### src/verilog/hbfm_pkg.sv
// package: constants and types for the half-bridge fault manager
// Behaviour
// - stopped active-freewheel upper: lower switch instead
// - light-load select lowers open-load threshold, filter
// - nonzero frequency write restarts PWM period
// - any overcurrent or open-load latches load error
// - hard faults tristate outputs, enables kept
// - open-load latches flags, output unchanged
// - temperature warning latches bit one only
// - temperature shutdown latches all outputs off
// - undervoltage latches flag, outputs auto-recover
// - overvoltage latches flag, outputs auto-recover
// - overcurrent starts per-switch filter timer
// - filter expiry latches switch off, sets bit
// - switch stays off while overcurrent bit set
// - upper monitors short to ground, lower to supply
package hbfm_pkg;
   localparam int HBFM_NHB = 6;
   localparam int HBFM_CLK_MHZ = 100;
   localparam int HBFM_OC_FILT_NS = 10000;
   localparam int HBFM_OL_FILT_NS = 200000;
   localparam int HBFM_OL_LED_FILT_NS = 50000;
   localparam int HBFM_OC_FILT_CYC = HBFM_OC_FILT_NS * HBFM_CLK_MHZ / 1000;
   localparam int HBFM_OL_FILT_CYC = HBFM_OL_FILT_NS * HBFM_CLK_MHZ / 1000;
   localparam int HBFM_OL_LED_CYC = HBFM_OL_LED_FILT_NS * HBFM_CLK_MHZ / 1000;
   localparam int HBFM_CNT_W = 16;
   localparam int HBFM_GS_LE = 6;
   localparam int HBFM_GS_UV = 5;
   localparam int HBFM_GS_OV = 4;
   localparam int HBFM_GS_TSD = 2;
   localparam int HBFM_GS_TPW = 1;
   localparam logic [7:0] HBFM_GS_RST = 8'h00;
   localparam logic [1:0] HBFM_FREQ_STOP = 2'h0;
   // current sense comparator results per half-bridge
   typedef struct packed {
      logic [HBFM_NHB-1:0] up_oc;
      logic [HBFM_NHB-1:0] lo_oc;
      logic [HBFM_NHB-1:0] up_ol;
      logic [HBFM_NHB-1:0] up_ol_led;
      logic [HBFM_NHB-1:0] lo_ol;
   } hbfm_sense_s;
endpackage

### src/verilog/hbfm_top.sv
// module: fault latching and output gating for six half-bridges
`timescale 1ns/100ps
module hbfm_top
   import hbfm_pkg::*;
#(
   parameter int NHB = HBFM_NHB,
   parameter int OC_CYC = HBFM_OC_FILT_CYC,
   parameter int OL_CYC = HBFM_OL_FILT_CYC,
   parameter int OL_LED_CYC = HBFM_OL_LED_CYC
) (
   input wire logic i_ref_clk, // 100 MHz
   input wire logic i_rstn, // sync reset, low active
   input wire logic [NHB-1:0] i_up_en, // upper switch enables
   input wire logic [NHB-1:0] i_lo_en, // lower switch enables
   input wire logic [NHB-1:0] i_pwm_assigned, // channel assigned
   input wire logic [NHB-1:0] i_active_fw, // active freewheel sel
   input wire logic [NHB-1:0] i_freq_stopped, // channel freq = 00
   input wire logic [NHB-1:0] i_pwm_level, // pwm on-phase
   input wire logic [2:0] i_freq_wr, // freq write strobe per ch
   input wire logic [5:0] i_freq_val, // 2 bits per channel
   input wire logic i_light_load_select_upper_1, // led mode hb1
   input wire logic i_light_load_select_upper_2, // led mode hb2
   input wire hbfm_sense_s i_sense, // comparator outputs
   input wire logic i_temp_warn, // warning level reached
   input wire logic i_temp_sd, // shutdown level reached
   input wire logic i_supply_uv, // supply undervoltage
   input wire logic i_supply_ov, // supply overvoltage
   input wire logic [7:0] i_gs_clr, // clear bits, global status
   input wire logic [NHB-1:0] i_up_oc_clr, // clear upper oc bits
   input wire logic [NHB-1:0] i_lo_oc_clr, // clear lower oc bits
   input wire logic [NHB-1:0] i_up_ol_clr, // clear upper ol bits
   input wire logic [NHB-1:0] i_lo_ol_clr, // clear lower ol bits
   output logic [NHB-1:0] o_up_drv, // upper gate drive
   output logic [NHB-1:0] o_lo_drv, // lower gate drive
   output logic [2:0] o_period_restart, // pwm period restart pulse
   output logic [NHB-1:0] o_ol_led_thr, // low ol threshold sel
   output logic [7:0] o_global_status_one, // global status
   output logic [NHB-1:0] o_upper_overcurrent_bit, // upper oc latched
   output logic [NHB-1:0] o_lower_overcurrent_bit, // lower oc latched
   output logic [NHB-1:0] o_upper_openload_bit, // upper ol latched
   output logic [NHB-1:0] o_lower_openload_bit // lower ol latched
);
   logic [NHB-1:0] up_oc_ff, lo_oc_ff, up_ol_ff, lo_ol_ff;
   logic [NHB-1:0] nxt_up_oc, nxt_lo_oc, nxt_up_ol, nxt_lo_ol;
   logic [7:0] gs_ff;
   logic [7:0] nxt_gs;
   logic [HBFM_CNT_W-1:0] oc_up_cnt_ff [NHB];
   logic [HBFM_CNT_W-1:0] oc_lo_cnt_ff [NHB];
   logic [HBFM_CNT_W-1:0] ol_up_cnt_ff [NHB];
   logic [HBFM_CNT_W-1:0] ol_lo_cnt_ff [NHB];
   logic [NHB-1:0] led_sel;
   logic [NHB-1:0] up_on, lo_on, up_oc_exp, lo_oc_exp;
   logic [NHB-1:0] up_ol_exp, lo_ol_exp;
   logic [NHB-1:0] up_req, lo_req, fw_swap;
   wire all_off = gs_ff[HBFM_GS_TSD] | i_supply_uv | i_supply_ov
      | i_temp_sd;

   assign led_sel = {{(NHB-2){1'b0}}, i_light_load_select_upper_2,
      i_light_load_select_upper_1};
   // stopped channel with active freewheel hands over to lower
   assign fw_swap = i_up_en & i_pwm_assigned & i_active_fw
      & i_freq_stopped;
   assign up_req = i_up_en & ~fw_swap & (~i_pwm_assigned | i_pwm_level);
   assign lo_req = i_lo_en | fw_swap;
   // enables are only read, so the host view never changes
   assign up_on = up_req & ~up_oc_ff & {NHB{~all_off}};
   assign lo_on = lo_req & ~lo_oc_ff & {NHB{~all_off}};

   genvar g;
   generate
      for (g = 0; g < NHB; g++) begin : g_hb
         // upper senses short to ground, lower short to supply
         assign up_oc_exp[g] = oc_up_cnt_ff[g] >= HBFM_CNT_W'(OC_CYC - 1)
            && i_sense.up_oc[g] && up_on[g];
         assign lo_oc_exp[g] = oc_lo_cnt_ff[g] >= HBFM_CNT_W'(OC_CYC - 1)
            && i_sense.lo_oc[g] && lo_on[g];
         assign up_ol_exp[g] = ol_up_cnt_ff[g] >= (led_sel[g] ?
            HBFM_CNT_W'(OL_LED_CYC - 1) : HBFM_CNT_W'(OL_CYC - 1))
            && (led_sel[g] ? i_sense.up_ol_led[g] : i_sense.up_ol[g])
            && up_on[g];
         assign lo_ol_exp[g] = ol_lo_cnt_ff[g] >= HBFM_CNT_W'(OL_CYC - 1)
            && i_sense.lo_ol[g] && lo_on[g];
         always_ff @(posedge i_ref_clk) begin
            if (!i_rstn) begin
               oc_up_cnt_ff[g] <= '0;
               oc_lo_cnt_ff[g] <= '0;
               ol_up_cnt_ff[g] <= '0;
               ol_lo_cnt_ff[g] <= '0;
            end else begin
               // filter timers, restart whenever condition drops
               oc_up_cnt_ff[g] <= (i_sense.up_oc[g] && up_on[g] &&
                  !up_oc_exp[g]) ? oc_up_cnt_ff[g] + 1'b1 : '0;
               oc_lo_cnt_ff[g] <= (i_sense.lo_oc[g] && lo_on[g] &&
                  !lo_oc_exp[g]) ? oc_lo_cnt_ff[g] + 1'b1 : '0;
               ol_up_cnt_ff[g] <= ((led_sel[g] ? i_sense.up_ol_led[g] :
                  i_sense.up_ol[g]) && up_on[g] && !up_ol_exp[g]) ?
                  ol_up_cnt_ff[g] + 1'b1 : '0;
               ol_lo_cnt_ff[g] <= (i_sense.lo_ol[g] && lo_on[g] &&
                  !lo_ol_exp[g]) ? ol_lo_cnt_ff[g] + 1'b1 : '0;
            end
         end
      end
   endgenerate

   // set beats clear so a fault still present re-latches
   assign nxt_up_oc = (up_oc_ff & ~i_up_oc_clr) | up_oc_exp;
   assign nxt_lo_oc = (lo_oc_ff & ~i_lo_oc_clr) | lo_oc_exp;
   assign nxt_up_ol = (up_ol_ff & ~i_up_ol_clr) | up_ol_exp;
   assign nxt_lo_ol = (lo_ol_ff & ~i_lo_ol_clr) | lo_ol_exp;

   always_comb begin
      nxt_gs = gs_ff & ~i_gs_clr;
      nxt_gs[HBFM_GS_LE] = nxt_gs[HBFM_GS_LE] | (|up_oc_exp)
         | (|lo_oc_exp) | (|up_ol_exp) | (|lo_ol_exp);
      nxt_gs[HBFM_GS_TPW] = nxt_gs[HBFM_GS_TPW] | i_temp_warn;
      nxt_gs[HBFM_GS_TSD] = nxt_gs[HBFM_GS_TSD] | i_temp_sd;
      nxt_gs[HBFM_GS_UV] = nxt_gs[HBFM_GS_UV] | i_supply_uv;
      nxt_gs[HBFM_GS_OV] = nxt_gs[HBFM_GS_OV] | i_supply_ov;
   end

   always_ff @(posedge i_ref_clk) begin
      if (!i_rstn) begin
         up_oc_ff <= '0;
         lo_oc_ff <= '0;
         up_ol_ff <= '0;
         lo_ol_ff <= '0;
         gs_ff <= HBFM_GS_RST;
         o_up_drv <= '0;
         o_lo_drv <= '0;
         o_period_restart <= '0;
         o_ol_led_thr <= '0;
      end else begin
         up_oc_ff <= nxt_up_oc;
         lo_oc_ff <= nxt_lo_oc;
         up_ol_ff <= nxt_up_ol;
         lo_ol_ff <= nxt_lo_ol;
         gs_ff <= nxt_gs;
         o_up_drv <= up_on & ~up_oc_exp;
         o_lo_drv <= lo_on & ~lo_oc_exp;
         o_ol_led_thr <= led_sel;
         for (int c = 0; c < 3; c++) begin
            o_period_restart[c] <= i_freq_wr[c] &&
               i_freq_val[2*c +: 2] != HBFM_FREQ_STOP;
         end
      end
   end

   assign o_global_status_one = gs_ff;
   assign o_upper_overcurrent_bit = up_oc_ff;
   assign o_lower_overcurrent_bit = lo_oc_ff;
   assign o_upper_openload_bit = up_ol_ff;
   assign o_lower_openload_bit = lo_ol_ff;
endmodule

### config.mk
export PLATFORM = sky130hd
export DESIGN_NAME = hbfm_top
export DESIGN_NICKNAME = d
export VERILOG_FILES = /design/src/verilog/hbfm_pkg.sv /design/src/verilog/hbfm_top.sv
export SDC_FILE = /design/constraint.sdc
export NUM_CORES = 1
export LEC_CHECK = 0
export BUFFER_PORTS_ARGS = -buffer_cell sky130_fd_sc_hd__buf_2
export CAP_MARGIN = 0
export CORE_UTILIZATION = 48
export DETAILED_ROUTE_END_ITERATION = 16
export GPL_ROUTABILITY_DRIVEN = 1
export PLACE_DENSITY = 0.67
export SYNTH_ARGS = -nofsm -noshare
export SYNTH_HDL_FRONTEND = slang
export SYNTH_SLANG_ARGS = --single-unit
### constraint.sdc
create_clock -name i_ref_clk -period 3 [get_ports i_ref_clk]
set_input_delay 0.6 -clock i_ref_clk [delete_from_list [all_inputs] [get_ports i_ref_clk]]
set_output_delay 0.6 -clock i_ref_clk [all_outputs]
set_load 0.1 [all_outputs]
### Word-level counts from Yosys, hierarchy flattened

Memories as Yosys holds them, arrays and structs flattened.
Cells that the tools add are included.

| cells by class | value |
|---|---|
| add/subtract/negate cells | 24 |
| multiply operators | 0 |
| div/mod/pow operators | 0 |
| order comparisons | 24 |
| eq/ne operators | 0 |
| shift-type cells | 0 |
| multiplexer cells | 54 |
| bitwise logic cells | 69 |
| reduce and logical (&&, ||, !) cells | 130 |

Operator list:

| kind | count |
|---|---|
| two-way mux 16 bit | 48 |
| adder 16 x 1 -> 16 bit (second input constant) | 24 |
| >= comparator 16 x 10 -> 1 bit (second input constant) | 12 |
| >= comparator 16 x 15 -> 1 bit (second input constant) | 10 |
| logical AND 1 bit | 99 |
| bitwise AND 6 bit | 15 |
| NOT 6 bit | 10 |
| OR 6 bit | 6 |
| OR 1 bit | 35 |
| >= comparator 16 x 15 -> 1 bit | 2 |
| two-way mux 15 bit | 2 |
| logical NOT 1 bit | 24 |
| OR reduction 6 bit | 4 |
| bitwise AND 8 bit | 1 |
| NOT 8 bit | 1 |
| nonzero test 2 bit | 3 |
| two-way mux 1 bit | 4 |
| NOT 1 bit | 1 |

| word-level totals | value |
|---|---|
| bits in registers | 53 |
| bits in latches | 0 |
| bits in writable memories | 384 |
| ROM bits | 0 |
| bits of input ports | 115 |
| output and inout bits | 53 |
| memories kept | 4 |

Memory list:

| name | words | bits a word | rd ports | clocked after memory_dff | wr ports | line | text |
|---|---|---|---|---|---|---|---|
| oc_lo_cnt_ff | 6 | 16 | 6 | 0 | 6 | hbfm_top.sv:48 | `logic [HBFM_CNT_W-1:0] oc_lo_cnt_ff [NHB];` |
| oc_up_cnt_ff | 6 | 16 | 6 | 0 | 6 | hbfm_top.sv:47 | `logic [HBFM_CNT_W-1:0] oc_up_cnt_ff [NHB];` |
| ol_lo_cnt_ff | 6 | 16 | 6 | 0 | 6 | hbfm_top.sv:50 | `logic [HBFM_CNT_W-1:0] ol_lo_cnt_ff [NHB];` |
| ol_up_cnt_ff | 6 | 16 | 6 | 0 | 6 | hbfm_top.sv:49 | `logic [HBFM_CNT_W-1:0] ol_up_cnt_ff [NHB];` |

### Depth between registers and ports, before layout

| depth | value |
|---|---|
| word-level depth | 14 |
| mapped depth | 9 |
| gate-level depth less buffers | 8 |

### Worst setup path before layout

OpenSTA, ideal clock, no wires.

| timing path | value |
|---|---|
| path kind | input -> register |
| from | in i_light_load_select_upper_1 |
| to | mem ol_up_cnt_ff[0][10] |
| data arrival time | 2.445 ns |
| path slack | 0.490 ns |
| stages | 8 |
| buffers on the path | 1 |
| cells stage by stage | inv_1 ha_1 a211oi_1 a21boi_0 a2111oi_1 nand4_1 clkbuf_1 nor2_1 |

RTL lines:

| what | line | text |
|---|---|---|
| start: declaration | hbfm_top.sv:21 | `input wire logic i_light_load_select_upper_1,` |
| end: declaration | hbfm_top.sv:49 |  |

### Worst setup path in the final report

| timing path | value |
|---|---|
| from | reg gs_ff[2], in the netlist o_global_status_one[2] |
| to | reg gs_ff[6], in the netlist o_global_status_one[6] |

| between the ends | value |
|---|---|
| cells in the longest elaborated chain, start to end | 11 |

Ends and longest elaborated chain:

| what | line | text |
|---|---|---|
| start: declaration | hbfm_top.sv:45 | `logic [7:0] gs_ff;` |
| start signal: assignment | hbfm_top.sv:137 | `gs_ff <= nxt_gs;` |
| OR 1 bit (*) (2 in series) | hbfm_top.sv:55 | `wire all_off = gs_ff[HBFM_GS_TSD] \| i_supply_uv \| i_supply_ov` |
| OR 1 bit (*) | hbfm_top.sv:56 | `\| i_temp_sd;` |
| NOT 1 bit (*) | hbfm_top.sv:66, hbfm_top.sv:67 |  |
| bitwise AND 6 bit | hbfm_top.sv:66 | `assign up_on = up_req & ~up_oc_ff & {NHB{~all_off}};` |
| logical AND 1 bit | hbfm_top.sv:74 | `&& i_sense.up_oc[g] && up_on[g];` |
| OR reduction 6 bit | hbfm_top.sv:113 | `nxt_gs[HBFM_GS_LE] = nxt_gs[HBFM_GS_LE] \| (\|up_oc_exp)` |
| OR 1 bit | hbfm_top.sv:113 |  |
| OR 1 bit (2 in series) | hbfm_top.sv:114 | `\| (\|lo_oc_exp) \| (\|up_ol_exp) \| (\|lo_ol_exp);` |
| OR 1 bit (*) | hbfm_top.sv:114 |  |

Mark *: on every way between the ends. The rest lies on a longest branch, timed or not.
A chain may end at the register's enable or synchronous reset.

==> impl_metrics.py <==
metrics = {
    "outcome": {
        "run_status": "completed",
    },
    "global_routing": {
        "overflow": 0,
        "grt_start_max_net_pins": 18,
        "grt_pass1_wl_um": 54900,
        "grt_pass1_vias": 11900,
        "grtUsageTotal_pct": 18.6,
        "initial_antenna_violation_count": 2,
    },
    "cts": {
        "clk_path_buf_depth": 3,
        "cts_max_level": 2,
        "clock_root_buffer": "sky130_fd_sc_hd__clkbuf_16",
        "postCtsHoldBufs": 0,
        "cts.repair.resized": 0,
        "cts.reportedPaths.clkPinSlew_ns": 0.06,
        "cts_tree": "built",
        "clk-insertion-delay-late_ns": 0.54,
        "cts_setup_buffers": 0,
        "cts_made_buffers": 45,
        "clock-sinks": 433,
    },
    "job": {
        "drv_cap": 0,
    },
    "floorplan": {
        "start_util_pct": 49.1,
        "fp-row-count": 67,
        "ioPinCount": 168,
        "die-area_mm2": 0.0352,
        "fp.coreArea_mm2": 0.0337,
        "fp.dieW_um": 188,
        "die_h_um": 188,
    },
    "synthesis": {
        "synth_seq_area_share_pct": 52.4,
        "postSynthAreaPerCell_um2": 9.33,
        "asyncSetResetFlopFracSynth_pct": 0,
        "yosys_most_used_dff": "sky130_fd_sc_hd__dfxtp_1",
        "syn_area_mm2": 0.0166,
        "yosysWarnings": 0,
        "synth.top_cell.area_share_pct": 52.4,
        "ys_types": 54,
        "instance_count_of_the_mapped_netlist": 1774,
        "synth_edf_count": 0,
        "synth_top_area_cell": "sky130_fd_sc_hd__dfxtp_1",
        "synth_area_leaders": "sky130_fd_sc_hd__dfxtp_1 (52%), sky130_fd_sc_hd__nor2_1 (9.2%), sky130_fd_sc_hd__xnor2_1 (6.3%)",
        "yosys_register_bits": 433,
    },
    "setup_path": {
        "crit_path_buf_inv_count": 1,
        "maximum_fanout_along_the_worst_path": 12,
        "cp_slowest_stage_delay_ns": 0.72,
        "timing.critical_path.max_delay_family": "compound AO/OA/AOI/OAI gates",
        "timing.critical_path.cells": "or4_4 -> a2111oi_2 -> o311ai_0 -> buf_4 -> o221ai_1 -> nor4_1 -> a41oi_1",
        "critical_path_required_ns": 3.46,
        "crit_slowest_cell": "sky130_fd_sc_hd__or4_4",
        "worst_r2r_path_depth": 7,
        "worst_setup_path_start_kind": "register",
        "critPathKind": "reg -> reg",
        "r2r_start": "o_global_status_one[2]",
        "regToRegSetupSlack_ns": 0.48,
        "category_of_the_worst_setup_path_capture_point": "register",
        "cp.arrival_ns": 2.98,
        "regToRegEndpoint": "o_global_status_one[6]",
    },
    "routing": {
        "detail_route.iter0.violations": 447,
        "vias_per_cell": 4.96,
        "antenna_left": 0,
        "post_route_wl_um": 32800,
        "dr_total_vias": 12700,
        "post_drt_wl_per_cell_um": 12.8,
        "detailed_router_iteration_count_before_antenna_repair": 4,
        "drcViolationCount": 0,
    },
    "layout": {
        "post-route-util_pct": 59.0,
        "filler_cell_count": 2987,
        "design.final.nets": 2225,
        "most-common-layout-cells": "sky130_fd_sc_hd__dfxtp_1 (433), sky130_fd_sc_hd__nor2_1 (408), sky130_fd_sc_hd__buf_2 (159)",
        "post_layout_nonfiller_instances": 2551,
        "final_layout_size_suffix_gt1_share_pct": 13.2,
        "layout-area-overhead-vs-synth_pct": 20.0,
        "multi_input_comb_area_mm2": 0.00786,
        "design_area_mm2": 0.0199,
        "leading_cell_type_in_the_layout_fill_and_taps_excluded": "sky130_fd_sc_hd__dfxtp_1",
        "layout.area.seq_mm2": 0.00867,
    },
    "place": {
        "post_place_cell_area_mm2": 0.0183,
        "portBuffers": 159,
        "numPlacedInstances": 2471,
        "dp_hpwl_um": 23600,
        "routabilityCongestion": 0.819,
    },
    "power_and_ir_drop": {
        "clkPwrFrac_pct": 47.6,
        "pwr-share-seq_pct": 49.3,
        "pwr-share-comb_pct": 3.1,
        "sw_frac_of_total_pct": 20.5,
        "ir_worst_vdd_v": 0.000342,
        "power_density_mw_per_mm2": 596,
        "static-leakage-power_nw": 7.57,
        "total_switching_power_mw": 2.43,
        "cell_int_power_mw": 9.42,
    },
    "sta": {
        "post-route-period-util_pct": 84.0,
        "worst-slew-pin-transition_ns": 0.707,
        "fin_skew_ns": 0.0226,
        "setup_violations": 0,
        "final-max-slew-violation-count": 0,
        "timing.setup.tns_ns": 0,
        "setup_repair_after_global_routing_missed_its_margin": "no",
        "timing.slew.headroom_pct": 52.9,
        "final_hold_viol_count": 0,
        "fmaxAchievable_mhz": 397,
        "finalWorstPathRequiredPeriod_ns": 2.52,
    },
    "worst_hold_path": {
        "class_of_the_tightest_hold_or_removal_check": "in -> reg",
        "hold_start": "i_gs_clr[0]",
        "timing.hold.worst_path_depth": 2,
        "min_delay_worst_endpoint": "o_global_status_one[0]",
    },
}
-- cells in the mapped netlist (3+ instances only) --
| master | n |
|---|---|
| sky130_fd_sc_hd__a2111oi_4 | 4 |
| sky130_fd_sc_hd__a211oi_1 | 14 |
| sky130_fd_sc_hd__a21bo_2 | 6 |
| sky130_fd_sc_hd__a21oi_1 | 33 |
| sky130_fd_sc_hd__a311oi_1 | 5 |
| sky130_fd_sc_hd__a31oi_1 | 4 |
| sky130_fd_sc_hd__a41oi_1 | 15 |
| sky130_fd_sc_hd__and2_1 | 7 |
| sky130_fd_sc_hd__and3_1 | 68 |
| sky130_fd_sc_hd__buf_4 | 4 |
| sky130_fd_sc_hd__clkbuf_1 | 17 |
| sky130_fd_sc_hd__dfxtp_1 | 433 |
| sky130_fd_sc_hd__ha_1 | 40 |
| sky130_fd_sc_hd__inv_1 | 61 |
| sky130_fd_sc_hd__nand2_1 | 99 |
| sky130_fd_sc_hd__nand2b_1 | 8 |
| sky130_fd_sc_hd__nand3_1 | 114 |
| sky130_fd_sc_hd__nand4_1 | 60 |
| sky130_fd_sc_hd__nor2_1 | 408 |
| sky130_fd_sc_hd__nor2b_1 | 9 |
| sky130_fd_sc_hd__nor3_1 | 23 |
| sky130_fd_sc_hd__nor3_2 | 4 |
| sky130_fd_sc_hd__nor3b_1 | 5 |
| sky130_fd_sc_hd__nor4_1 | 20 |
| sky130_fd_sc_hd__o211a_1 | 4 |
| sky130_fd_sc_hd__o211ai_1 | 3 |
| sky130_fd_sc_hd__o21a_1 | 13 |
| sky130_fd_sc_hd__o21ai_0 | 6 |
| sky130_fd_sc_hd__o22ai_1 | 8 |
| sky130_fd_sc_hd__o41ai_1 | 3 |
| sky130_fd_sc_hd__or3_1 | 3 |
| sky130_fd_sc_hd__or4_1 | 11 |
| sky130_fd_sc_hd__xnor2_1 | 120 |
| sky130_fd_sc_hd__xor2_1 | 119 |
-- logic make-up (layout without fill, tap and decap cells) --
family	Yosys count	in the layout	synth area share, %
DFF	433	433	52.4
buffers and inverters	85	326	2.08
and+or+nand+nor	842	842	23.4
muxes	2	2	0.136
xor gates and xnor gates	239	239	12.6
AOI/OAI and AO/OA	132	132	6.36
other	1	89	0.0226
adders and majority gates	40	40	3.02
-- flip-flops by register name (all words and copies together) (netlist names), 3 cells and up --
signal,flops
oc_lo_cnt_ff,96
ol_up_cnt_ff,96
o_global_status_one,8
o_upper_openload_bit,6
o_lo_drv,6
oc_up_cnt_ff,96
o_period_restart,3
o_lower_openload_bit,6
ol_lo_cnt_ff,96
o_lower_overcurrent_bit,6
o_up_drv,6
o_upper_overcurrent_bit,6
-- cell type report --
class | instances | share of cell area (%)
Tap cell | 448 | 2.82
Timing Repair Buffer | 188 | 5.10
Antenna cell | 3 | 0.0378
Clock inverter | 11 | 0.812
Inverter | 61 | 1.15
Sequential cell | 433 | 43.6
Clock buffer | 66 | 6.88
Multi-Input combinational cell | 1341 | 39.6
-- layer usage --
metal	up-vias	global-route usage (%)	part of all wire, %
met2	231	30.9	45
met3	67	3.59	5.3
met4	4	6.38	2.7
met1	5832	24.1	47
met5	-	0	0.073
li1	6531	-	-
-- worst reg2reg max path, cell delays in order, from the launching register on --
cell and delay (ns):
sky130_fd_sc_hd__dfxtp_1 0.33, sky130_fd_sc_hd__or4_4 0.72, sky130_fd_sc_hd__a2111oi_2 0.56, sky130_fd_sc_hd__o311ai_0 0.26, sky130_fd_sc_hd__buf_4 0.22, sky130_fd_sc_hd__o221ai_1 0.07
sky130_fd_sc_hd__nor4_1 0.09, sky130_fd_sc_hd__a41oi_1 0.20
-- worst max path at each step --
stage	startpoint	to	cells past startpoint	slack [ns]
2_1_floorplan	i_light_load_select_upper_1	ol_up_cnt_ff[0][10]	8	0.49
3_3_place_gp	i_supply_uv	o_global_status_one[6]	8	0.06
3_5_place_dp	i_supply_uv	o_global_status_one[6]	8	0.02
4_1_cts	o_global_status_one[2]	o_global_status_one[6]	7	0.44
5_1_grt	o_global_status_one[2]	o_global_status_one[6]	7	0.28
6_report	o_global_status_one[2]	o_global_status_one[6]	7	0.48
-- stage by stage --
stage / hold slack [ns] / total power, mW / worst slack [ns]
2_1_floorplan: 0.413 / 6.19 / 0.490
3_3_place_gp: 0.425 / 6.33 / 0.0602
3_5_place_dp: 0.431 / 6.34 / 0.0216
4_1_cts: 0.189 / 12.0 / 0.437
5_1_grt: 0.197 / 12.3 / 0.279
6_report: 0.217 / 11.9 / 0.480
-- power groups by stage --
stage               clock network, mW  logic (mW)  registers, mW
finish                           5.64       0.367           5.85
global route                     6.05       0.398           5.85
CTS                              5.80       0.367           5.85
detailed placement                  0       0.365           5.97
global placement                    0       0.360           5.97
floorplan                           0       0.130           6.06
No activity file was read; power rests on OpenSTA's default activity.
